File: src/common/mps_pkg.sv
// Shared constants for the module power sequencing host controller.
// Assumes a 50 MHz system clock and a byte-wide paged register map on the module.
package mps_pkg;
   // Clock rate and the host wait after releasing module reset
   localparam int unsigned CLK_HZ = 50000000;
   localparam int unsigned INIT_WAIT_S = 2;
   localparam int unsigned INIT_WAIT_CYC = INIT_WAIT_S * CLK_HZ;
   localparam int unsigned TMR_W = 27;

   // Register pages
   localparam logic [7:0] PAGE_LOWER = 8'h00;
   localparam logic [7:0] PAGE_PATH = 8'h10;
   localparam logic [7:0] PAGE_STATUS = 8'h11;

   // Register offsets
   localparam logic [7:0] OFS_LATCHED_FLAGS = 8'h08;
   localparam logic [7:0] OFS_GLOBAL_CTRL = 8'h1a;
   localparam logic [7:0] OFS_ADV_APP = 8'h56;
   localparam logic [7:0] OFS_ADV_TIMEOUT = 8'h9c;
   localparam logic [7:0] OFS_PATH_POWER = 8'h80;
   localparam logic [7:0] OFS_TX_DISABLE = 8'h82;
   localparam logic [7:0] OFS_APPLY_SET0 = 8'h8f;
   localparam logic [7:0] OFS_APP_SELECT = 8'h91;
   localparam logic [7:0] OFS_CFG_ERROR = 8'hca;

   // Field positions and values
   localparam int unsigned FORCE_LP_BIT = 4;
   localparam int unsigned APP_CODE_LSB = 4;
   localparam logic [7:0] ALL_LANES = 8'hff;
   localparam logic [7:0] NO_LANES = 8'h00;
   localparam logic [7:0] CFG_ERR_NONE = 8'h00;
   localparam logic [7:0] FORCE_LP_SET = 8'h01 << FORCE_LP_BIT;
   localparam logic [7:0] GLOBAL_RUN = 8'h00;

   // Controller states
   typedef enum logic [4:0] {
      ST_HOLD, ST_WAIT_INIT, ST_ACK, ST_RD_ADV, ST_RD_TMO, ST_IDLE_LOW,
      ST_WR_GLOBAL, ST_WR_APPLICATION_CODE, ST_WR_APPLY, ST_RD_CFGERR, ST_WR_TXDIS,
      ST_WR_PWRUP, ST_WAIT_EVT, ST_WR_TXEN, ST_ACTIVE, ST_WR_PWRDN,
      ST_PATHS_OFF, ST_WR_FORCE
   } mps_state_t;
endpackage

File: src/rtl/mps_wait_timer.sv
// One-shot down counter used for the host's bounded waits.
// Assumes loadVal is at least one when start pulses.
`timescale 1ns/1ps
`default_nettype none
module mps_wait_timer import mps_pkg::*; #(
   parameter int unsigned W = TMR_W
) (
   // Clock and reset
   input wire logic clk,
   input wire logic rst_n,
   // Control
   input wire logic start,
   input wire logic [W-1:0] loadVal,
   // Status
   output logic expired
);
   logic [W-1:0] count_reg, count_next;
   logic run_reg, run_next;
   logic exp_reg, exp_next;

   // Restart on start, count down while running
   always_comb begin
      count_next = count_reg;
      run_next = run_reg;
      exp_next = exp_reg;
      if (start) begin
         count_next = loadVal;
         run_next = 1'b1;
         exp_next = 1'b0;
      end else if (run_reg) begin
         count_next = count_reg - 1'b1;
         if (count_reg <= W'(1)) begin
            run_next = 1'b0;
            exp_next = 1'b1;
         end
      end
   end

   always_ff @(posedge clk) begin
      if (!rst_n) begin
         count_reg <= '0;
         run_reg <= 1'b0;
         exp_reg <= 1'b0;
      end else begin
         count_reg <= count_next;
         run_reg <= run_next;
         exp_reg <= exp_next;
      end
   end

   assign expired = exp_reg;
endmodule
`default_nettype wire

File: src/rtl/mps_reg_master.sv
// Single register access engine toward the module management port.
// Assumes the module answers each held request with a one-cycle ack.
`timescale 1ns/1ps
`default_nettype none
module mps_reg_master import mps_pkg::*; (
   // Clock and reset
   input wire logic clk,
   input wire logic rst_n,
   // Command from the sequencer
   input wire logic start,
   input wire logic write,
   input wire logic [7:0] page,
   input wire logic [7:0] addr,
   input wire logic [7:0] wdata,
   output logic done,
   output logic [7:0] rdata,
   // Management port
   output logic mgmtReq,
   output logic mgmtWrite,
   output logic [7:0] mgmtPage,
   output logic [7:0] mgmtAddr,
   output logic [7:0] mgmtWdata,
   input wire logic mgmtAck,
   input wire logic [7:0] mgmtRdata
);
   logic req_reg, req_next, wr_reg, wr_next, done_reg, done_next;
   logic [7:0] page_reg, page_next, addr_reg, addr_next;
   logic [7:0] wd_reg, wd_next, rd_reg, rd_next;

   // Hold the request until acknowledged; start ignored while busy
   always_comb begin
      req_next = req_reg;
      wr_next = wr_reg;
      page_next = page_reg;
      addr_next = addr_reg;
      wd_next = wd_reg;
      rd_next = rd_reg;
      done_next = 1'b0;
      if (req_reg) begin
         if (mgmtAck) begin
            req_next = 1'b0;
            done_next = 1'b1;
            if (!wr_reg) rd_next = mgmtRdata;
         end
      end else if (start) begin
         req_next = 1'b1;
         wr_next = write;
         page_next = page;
         addr_next = addr;
         wd_next = wdata;
      end
   end

   always_ff @(posedge clk) begin
      if (!rst_n) begin
         req_reg <= 1'b0;
         wr_reg <= 1'b0;
         done_reg <= 1'b0;
         page_reg <= 8'h00;
         addr_reg <= 8'h00;
         wd_reg <= 8'h00;
         rd_reg <= 8'h00;
      end else begin
         req_reg <= req_next;
         wr_reg <= wr_next;
         done_reg <= done_next;
         page_reg <= page_next;
         addr_reg <= addr_next;
         wd_reg <= wd_next;
         rd_reg <= rd_next;
      end
   end

   assign mgmtReq = req_reg;
   assign mgmtWrite = wr_reg;
   assign mgmtPage = page_reg;
   assign mgmtAddr = addr_reg;
   assign mgmtWdata = wd_reg;
   assign done = done_reg;
   assign rdata = rd_reg;
endmodule
`default_nettype wire

File: src/rtl/mps_host_seq.sv
// Host-side sequencer that brings a pluggable module up and down.
// Assumes a module with software init, one management port and an
// active-low interrupt pin; user commands are one-cycle pulses.
`timescale 1ns/1ps
`default_nettype none
module mps_host_seq import mps_pkg::*; #(
   parameter int unsigned INIT_WAIT = INIT_WAIT_CYC,
   parameter int unsigned EVT_WAIT = INIT_WAIT_CYC
) (
   // Clock and reset
   input wire logic clk,
   input wire logic rst_n,
   // User commands
   input wire logic enable,
   input wire logic cmdPowerUp,
   input wire logic cmdPowerDown,
   input wire logic cmdLowPower,
   input wire logic [3:0] appCode,
   input wire logic [7:0] laneMask,
   // User status
   output logic busy,
   output logic pathsActive,
   output logic lowPower,
   output logic cfgError,
   output logic timedOut,
   output logic [7:0] advApps,
   output logic [7:0] advTimeout,
   output logic [7:0] lastFlags,
   output logic [7:0] hostTxLanesEn,
   // Module pins
   output logic module_reset_n,
   output logic init_select,
   input wire logic interrupt_n,
   input wire logic presence_n,
   // Management port
   output logic mgmtReq,
   output logic mgmtWrite,
   output logic [7:0] mgmtPage,
   output logic [7:0] mgmtAddr,
   output logic [7:0] mgmtWdata,
   input wire logic mgmtAck,
   input wire logic [7:0] mgmtRdata
);
   mps_state_t state_reg, state_next, after_reg, after_next;
   logic issued_reg, issued_next;
   logic rst_out_reg, rst_out_next;
   logic busy_reg, busy_next, act_reg, act_next, low_reg, low_next;
   logic cfgErr_reg, cfgErr_next, tmo_reg, tmo_next;
   logic [7:0] adv_reg, adv_next, advTmo_reg, advTmo_next;
   logic [7:0] flags_reg, flags_next, txEn_reg, txEn_next;
   logic [3:0] app_reg, app_next;
   logic [7:0] mask_reg, mask_next;
   logic isAccess, accWrite, accStart, accDone;
   logic [7:0] accPage, accAddr, accData, accRdata;
   logic tmrStart, tmrExpired;
   logic [TMR_W-1:0] tmrLoad;

   // Register access engine
   mps_reg_master u_master (
      .clk(clk),
      .rst_n(rst_n),
      .start(accStart),
      .write(accWrite),
      .page(accPage),
      .addr(accAddr),
      .wdata(accData),
      .done(accDone),
      .rdata(accRdata),
      .mgmtReq(mgmtReq),
      .mgmtWrite(mgmtWrite),
      .mgmtPage(mgmtPage),
      .mgmtAddr(mgmtAddr),
      .mgmtWdata(mgmtWdata),
      .mgmtAck(mgmtAck),
      .mgmtRdata(mgmtRdata)
   );

   // Bounded wait for the module interrupt
   mps_wait_timer #(.W(TMR_W)) u_timer (
      .clk(clk),
      .rst_n(rst_n),
      .start(tmrStart),
      .loadVal(tmrLoad),
      .expired(tmrExpired)
   );

   // Access decode per state
   always_comb begin
      isAccess = 1'b1;
      accWrite = 1'b1;
      accPage = PAGE_PATH;
      accAddr = OFS_PATH_POWER;
      accData = 8'h00;
      unique case (state_reg)
         ST_ACK: begin
            accWrite = 1'b0;
            accPage = PAGE_LOWER;
            accAddr = OFS_LATCHED_FLAGS;
         end
         ST_RD_ADV: begin
            accWrite = 1'b0;
            accPage = PAGE_LOWER;
            accAddr = OFS_ADV_APP;
         end
         ST_RD_TMO: begin
            accWrite = 1'b0;
            accPage = PAGE_LOWER;
            accAddr = OFS_ADV_TIMEOUT;
         end
         ST_WR_GLOBAL: begin
            accPage = PAGE_LOWER;
            accAddr = OFS_GLOBAL_CTRL;
            accData = GLOBAL_RUN;
         end
         ST_WR_APPLICATION_CODE: begin
            accAddr = OFS_APP_SELECT;
            accData = {app_reg, 4'h0};
         end
         ST_WR_APPLY: begin
            accAddr = OFS_APPLY_SET0;
            accData = mask_reg;
         end
         ST_RD_CFGERR: begin
            accWrite = 1'b0;
            accPage = PAGE_STATUS;
            accAddr = OFS_CFG_ERROR;
         end
         ST_WR_TXDIS: begin
            accAddr = OFS_TX_DISABLE;
            accData = ALL_LANES;
         end
         ST_WR_PWRUP: accData = mask_reg;
         ST_WR_TXEN: begin
            accAddr = OFS_TX_DISABLE;
            accData = ~mask_reg;
         end
         ST_WR_PWRDN: accData = NO_LANES;
         ST_WR_FORCE: begin
            accPage = PAGE_LOWER;
            accAddr = OFS_GLOBAL_CTRL;
            accData = FORCE_LP_SET;
         end
         default: isAccess = 1'b0;
      endcase
   end

   assign accStart = isAccess && !issued_reg;

   // Sequencer next state
   always_comb begin
      state_next = state_reg;
      after_next = after_reg;
      issued_next = issued_reg;
      rst_out_next = rst_out_reg;
      cfgErr_next = cfgErr_reg;
      tmo_next = tmo_reg;
      adv_next = adv_reg;
      advTmo_next = advTmo_reg;
      flags_next = flags_reg;
      txEn_next = txEn_reg;
      app_next = app_reg;
      mask_next = mask_reg;
      tmrStart = 1'b0;
      tmrLoad = TMR_W'(EVT_WAIT);
      if (isAccess) begin
         issued_next = 1'b1;
         if (accDone) issued_next = 1'b0;
      end
      unique case (state_reg)
         ST_HOLD: begin
            rst_out_next = 1'b0;
            if (!presence_n && enable) begin
               rst_out_next = 1'b1;
               tmo_next = 1'b0;
               tmrStart = 1'b1;
               tmrLoad = TMR_W'(INIT_WAIT);
               after_next = ST_RD_ADV;
               state_next = ST_WAIT_INIT;
            end
         end
         ST_WAIT_INIT, ST_WAIT_EVT: begin
            // Interrupt low means a latched state change is waiting
            if (!interrupt_n) begin
               state_next = ST_ACK;
            end else if (tmrExpired && !tmrStart) begin
               tmo_next = 1'b1;
               state_next = ST_ACK;
            end
         end
         ST_ACK: if (accDone) begin
            flags_next = accRdata;
            state_next = after_reg;
         end
         ST_RD_ADV: if (accDone) begin
            adv_next = accRdata;
            state_next = ST_RD_TMO;
         end
         ST_RD_TMO: if (accDone) begin
            advTmo_next = accRdata;
            state_next = ST_IDLE_LOW;
         end
         ST_IDLE_LOW, ST_PATHS_OFF: begin
            if (cmdPowerUp) begin
               app_next = appCode;
               mask_next = laneMask;
               cfgErr_next = 1'b0;
               state_next = (state_reg == ST_IDLE_LOW) ? ST_WR_GLOBAL : ST_WR_APPLICATION_CODE;
            end else if (cmdLowPower && state_reg == ST_PATHS_OFF) begin
               state_next = ST_WR_FORCE;
            end
         end
         ST_WR_GLOBAL: if (accDone) state_next = ST_WR_APPLICATION_CODE;
         ST_WR_APPLICATION_CODE: if (accDone) state_next = ST_WR_APPLY;
         ST_WR_APPLY: if (accDone) state_next = ST_RD_CFGERR;
         ST_RD_CFGERR: if (accDone) begin
            // Any lane error code aborts the power-up
            if (accRdata != CFG_ERR_NONE) begin
               cfgErr_next = 1'b1;
               state_next = ST_IDLE_LOW;
            end else begin
               state_next = ST_WR_TXDIS;
            end
         end
         ST_WR_TXDIS: if (accDone) begin
            txEn_next = mask_reg;
            state_next = ST_WR_PWRUP;
         end
         ST_WR_PWRUP, ST_WR_PWRDN, ST_WR_FORCE: if (accDone) begin
            tmrStart = 1'b1;
            tmo_next = 1'b0;
            state_next = ST_WAIT_EVT;
            unique case (state_reg)
               ST_WR_PWRUP: after_next = ST_WR_TXEN;
               ST_WR_PWRDN: after_next = ST_PATHS_OFF;
               default: after_next = ST_IDLE_LOW;
            endcase
         end
         ST_WR_TXEN: if (accDone) state_next = ST_ACTIVE;
         ST_ACTIVE: begin
            if (cmdPowerDown) state_next = ST_WR_PWRDN;
            else if (cmdLowPower) state_next = ST_WR_FORCE;
         end
         default: state_next = ST_HOLD;
      endcase
      // Paths off: stop feeding the module
      if (state_next == ST_PATHS_OFF || state_next == ST_IDLE_LOW) txEn_next = NO_LANES;
      // Unplug or disable returns to hold, clears the host lanes and holds reset
      if (presence_n || !enable) begin
         state_next = ST_HOLD;
         rst_out_next = 1'b0;
         issued_next = 1'b0;
         txEn_next = NO_LANES;
      end
   end

   // Status flags follow the next state
   always_comb begin
      low_next = (state_next == ST_IDLE_LOW);
      act_next = (state_next == ST_ACTIVE);
      busy_next = !(state_next inside {ST_HOLD, ST_IDLE_LOW, ST_ACTIVE, ST_PATHS_OFF});
   end

   always_ff @(posedge clk) begin
      if (!rst_n) begin
         state_reg <= ST_HOLD;
         after_reg <= ST_HOLD;
         issued_reg <= 1'b0;
         rst_out_reg <= 1'b0;
         busy_reg <= 1'b0;
         act_reg <= 1'b0;
         low_reg <= 1'b0;
         cfgErr_reg <= 1'b0;
         tmo_reg <= 1'b0;
         adv_reg <= 8'h00;
         advTmo_reg <= 8'h00;
         flags_reg <= 8'h00;
         txEn_reg <= 8'h00;
         app_reg <= 4'h0;
         mask_reg <= 8'h00;
      end else begin
         state_reg <= state_next;
         after_reg <= after_next;
         issued_reg <= issued_next;
         rst_out_reg <= rst_out_next;
         busy_reg <= busy_next;
         act_reg <= act_next;
         low_reg <= low_next;
         cfgErr_reg <= cfgErr_next;
         tmo_reg <= tmo_next;
         adv_reg <= adv_next;
         advTmo_reg <= advTmo_next;
         flags_reg <= flags_next;
         txEn_reg <= txEn_next;
         app_reg <= app_next;
         mask_reg <= mask_next;
      end
   end

   // Outputs straight from flops, except init_select tied high
   assign module_reset_n = rst_out_reg;
   assign init_select = 1'b1; // Software init mode, constant
   assign busy = busy_reg;
   assign pathsActive = act_reg;
   assign lowPower = low_reg;
   assign cfgError = cfgErr_reg;
   assign timedOut = tmo_reg;
   assign advApps = adv_reg;
   assign advTimeout = advTmo_reg;
   assign lastFlags = flags_reg;
   assign hostTxLanesEn = txEn_reg;
endmodule
`default_nettype wire

File: config.mk
export PLATFORM = sky130hd
export DESIGN_NAME = mps_host_seq
export DESIGN_NICKNAME = d
export VERILOG_FILES = /design/src/common/mps_pkg.sv /design/src/rtl/mps_wait_timer.sv /design/src/rtl/mps_reg_master.sv /design/src/rtl/mps_host_seq.sv
export SDC_FILE = /design/constraint.sdc
export NUM_CORES = 1
export LEC_CHECK = 0
export BUFFER_PORTS_ARGS = -buffer_cell sky130_fd_sc_hd__buf_2
export CAP_MARGIN = 20
export CORE_MARGIN = 1
export CORE_UTILIZATION = 40
export CTS_BUF_LIST = sky130_fd_sc_hd__clkbuf_16
export CTS_CLUSTER_SIZE = 20
export DETAILED_ROUTE_END_ITERATION = 16
export PLACE_DENSITY_LB_ADDON = 0.05
export RECOVER_POWER = 50
export SLEW_MARGIN = 20
export SYNTH_ARGS = -nofsm -noshare
export SYNTH_HDL_FRONTEND = slang
export SYNTH_HIERARCHICAL = 1
export SYNTH_SLANG_ARGS = --single-unit
File: constraint.sdc
create_clock -name clk -period 3.25 [get_ports clk]
set_clock_uncertainty 0.05 [all_clocks]
set_input_delay 0.4875 -clock clk [delete_from_list [all_inputs] [get_ports clk]]
set_output_delay 0.4875 -clock clk [all_outputs]
set_load 0.02 [all_outputs]
==> impl_summary.log <==
INFO  metric fmax = 0.317 GHz
INFO  metric vias_in_the_first_global_route = roughly 5500
INFO  metric cts-buffers-inserted = 17
INFO  metric synth.top_cells.by_count = 125 x sky130_fd_sc_hd__dfxtp_1, 120 x sky130_fd_sc_hd__nand2_1, 58 x sky130_fd_sc_hd__nor2_1, 43 x sky130_fd_sc_hd__o21ai_0, 38 x sky130_fd_sc_hd__a21oi_1
INFO  metric drt_pre_antenna_iters = 5
INFO  metric dp_hpwl = 12500 microns
INFO  metric layout_worst_path_cycle_share = 0.969
INFO  metric hold_path.class = input port to flip-flop
INFO  metric route.vias.total = 5859
INFO  metric row_count = 45
INFO  metric finalSetupViolations = 0
INFO  metric sequential_area_share_after_synthesis = 0.398
INFO  metric fp.coreArea = 15300 sq um
INFO  metric arrival = between 3 and 4 ns
INFO  metric clk_latency = 0.41 ns
INFO  metric worst-path-max-fanout = 8
INFO  metric synthMostInstantiatedCell = sky130_fd_sc_hd__dfxtp_1
INFO  metric netlist_instances = 758
INFO  metric ys_ff_latch = ~130
INFO  metric drt_first_iter_violations = approximately 260
INFO  metric drv_cap = 1
INFO  metric synth.top_cell.area_share = 0.398
INFO  metric dominantRegCellSynth = sky130_fd_sc_hd__dfxtp_1
INFO  metric syn-mean-instance-area = 8.30 sq um
INFO  metric start_util = 0.412
INFO  metric cts-root-to-sink-buffers = 2
INFO  metric max_reg_flops = 27
INFO  metric tritoncts = done
INFO  metric critPathRequiredTime = 3.47 ns
INFO  metric detailed_place.area = 7180 sq um
INFO  metric r2r_setup_slack = around 0.10 ns
INFO  metric numClockSinks = 125
INFO  metric detail_route.wirelength = ~18000 microns
INFO  metric synth_top_cell_by_area = sky130_fd_sc_hd__dfxtp_1
INFO  metric rsz_0062_raised_after_global_routing = false
INFO  metric critical_path_class = flip-flop to flip-flop
INFO  metric wire_length_of_the_first_global_routing_pass = 28500 microns
INFO  metric post_layout_minimum_cycle_time = around 3.2 ns
INFO  metric pin_count = between 90 and 100
INFO  metric slew_viol_final = 50
INFO  metric antenna_cells_inserted = 0
INFO  metric final_area = 7670 sq um
INFO  metric postCtsHoldBufs = 0
INFO  metric synth_async_sr_flop_share = 0
INFO  metric cts_htree_levels = 4
INFO  metric grt-ovfl-total = 0
INFO  metric post_cts_resized = 0
INFO  metric relSlewSlack = -0.230
INFO  metric pwr_density_cell = ~490 nW/um^2
INFO  metric wl_per_cell = 15.8 microns
INFO  metric hold_viol = 0
INFO  metric cts_setup_buffers = 0
INFO  metric number_of_enable_type_register_cells_in_the_synthesized_netlist = 0
INFO  metric n_fill_cell = 1506
INFO  metric yosys-top-cells-area = sky130_fd_sc_hd__dfxtp_1 40%, sky130_fd_sc_hd__nand2_1 7.2%, sky130_fd_sc_hd__mux2i_1 5.6%
INFO  metric die_area = 16200 sq um
INFO  metric yosys_warnings = 6
INFO  metric remaining_drc_errors = 0
INFO  metric buffer_ports.inserted = 92
INFO  metric max_slew.worst_pin.slew = about 1.8 ns
INFO  metric globalRouteTotalUtil = 0.225
INFO  metric drive_gt1_frac = 0.130
INFO  metric postRouteAntennaNets = 0
INFO  metric result_of_the_run = complete, but fails checks
INFO  metric die_height = 127 microns
INFO  metric globalplace.congestion = 0.936
INFO  metric die_width = 127 microns
INFO  metric grt_max_degree = 50
INFO  metric netlist_area = roughly 6300 sq um
INFO  metric crit_path_end_kind = flip-flop
INFO  metric synthToLayoutAreaGrowth = 21.9%
INFO  metric ys_types = 81
INFO  metric design.final.nets = 916
INFO  metric post_drt_via_cell_ratio = 5.28
INFO  metric setup-tns-final = 0 ns
INFO  metric ir_worst_vdd = about 320 uV
INFO  metric clk_root_buffer_cell = sky130_fd_sc_hd__clkbuf_16
INFO  metric number_of_antenna_violations_at_the_first_check_in_global_routing = 0
INFO  metric leakagePower = 2.97 nW
INFO  metric fin_total_pwr = 3.77 mW
INFO  metric cts.clk_slew.worst_paths = 0.06 ns
INFO  metric setup.worst_path.start_class = flip-flop
INFO  metric failed_checks = max-capacitance violations, max-slew violations
## stage by stage
stage | std cells | setup slack, ns | utilization | hold slack [ns]
2_1_floorplan | 791 | 0.624 | - | 0.386
4_1_cts | 1109 | 0.186 | 0.509 | 0.209
3_3_place_gp | 1077 | 0.233 | 0.470 | 0.388
6_report | 1109 | 0.0998 | 0.503 | 0.232
3_5_place_dp | 1077 | 0.192 | 0.470 | 0.392
5_1_grt | 1109 | 0.0249 | 0.503 | 0.214
## logic make-up (layout without fill, tap and decap cells)
| kind of cell | count (synthesis) | in the layout | synth area share |
|---|---|---|---|
| AND/OR/NAND/NOR | 319 | 319 | 0.260 |
| AO/OA/AOI/OAI | 192 | 192 | 0.211 |
| flip-flops | 125 | 125 | 0.398 |
| buffers and inverters | 68 | 175 | 0.0489 |
| multiplexers | 35 | 35 | 0.0557 |
| XOR/XNOR | 15 | 15 | 0.0209 |
| adder cells (fa/ha/maj) | 2 | 2 | 0.00398 |
| other | 2 | 35 | 0.00119 |
## cells in the final DEF, fill, tap and decap left out, types with 10 or more instances in the layout
cell,count
sky130_fd_sc_hd__clkbuf_16,17
sky130_fd_sc_hd__conb_1,35
sky130_fd_sc_hd__o21ai_0,43
sky130_fd_sc_hd__clkbuf_1,68
sky130_fd_sc_hd__nor4_1,12
sky130_fd_sc_hd__a21boi_1,20
sky130_fd_sc_hd__nor2_1,58
sky130_fd_sc_hd__nand2_1,120
sky130_fd_sc_hd__buf_2,27
sky130_fd_sc_hd__dfxtp_1,125
sky130_fd_sc_hd__a21oi_1,38
sky130_fd_sc_hd__mux2i_1,35
sky130_fd_sc_hd__buf_4,31
sky130_fd_sc_hd__a31oi_1,13
sky130_fd_sc_hd__nand2b_1,18
sky130_fd_sc_hd__nor3_1,16
sky130_fd_sc_hd__nor2b_1,10
sky130_fd_sc_hd__xnor2_1,10
sky130_fd_sc_hd__nand3_1,23
sky130_fd_sc_hd__inv_1,13
## worst paths after layout
check                                              to  depth (start not counted)                   from
worst max-delay path                 hostTxLanesEn[6]                          7      u_master/rdata[0]
worst min-delay path                 u_master/mgmtReq                          2                mgmtAck
worst max register to register       hostTxLanesEn[6]                          7      u_master/rdata[0]
worst min register to register  u_master/mgmtWdata[5]                          2  u_master/mgmtWdata[5]
## layout make-up
type | instances | area [sq um] | share of cell area
tap | 211 | 264 | 0.0344
clock buffer | 17 | 425 | 0.0555
timing repair buffer | 129 | 656 | 0.0855
clock inverter | 15 | 163 | 0.0212
inverter | 14 | 52.6 | 0.00685
sequential | 125 | 2500 | 0.326
multi-input combinational | 598 | 3610 | 0.470
## critical path: stages, from the launching register on
cell,delay (ns)
sky130_fd_sc_hd__dfxtp_1,0.35
sky130_fd_sc_hd__nor4_1,0.58
sky130_fd_sc_hd__a211oi_1,0.22
sky130_fd_sc_hd__o21ai_0,0.43
sky130_fd_sc_hd__o211ai_1,0.29
sky130_fd_sc_hd__or4_4,0.59
sky130_fd_sc_hd__a211oi_4,0.39
sky130_fd_sc_hd__nor3_1,0.11
## power breakdown
group	total, mW	internal (mW)	switching, mW
logic	0.280	0.120	0.160
clock network	1.88	1.14	0.740
registers	1.61	1.57	0.0450
total	3.77	2.83	0.945
## metal layers
layer	up-vias	track usage	wire [microns]
met5	-	0	0
met4	0	0.103	516
met3	33	0.0477	641
met2	116	0.392	8780
met1	2758	0.265	7610
li1	2952	-	-
No activity file was read; power rests on OpenSTA's default activity.
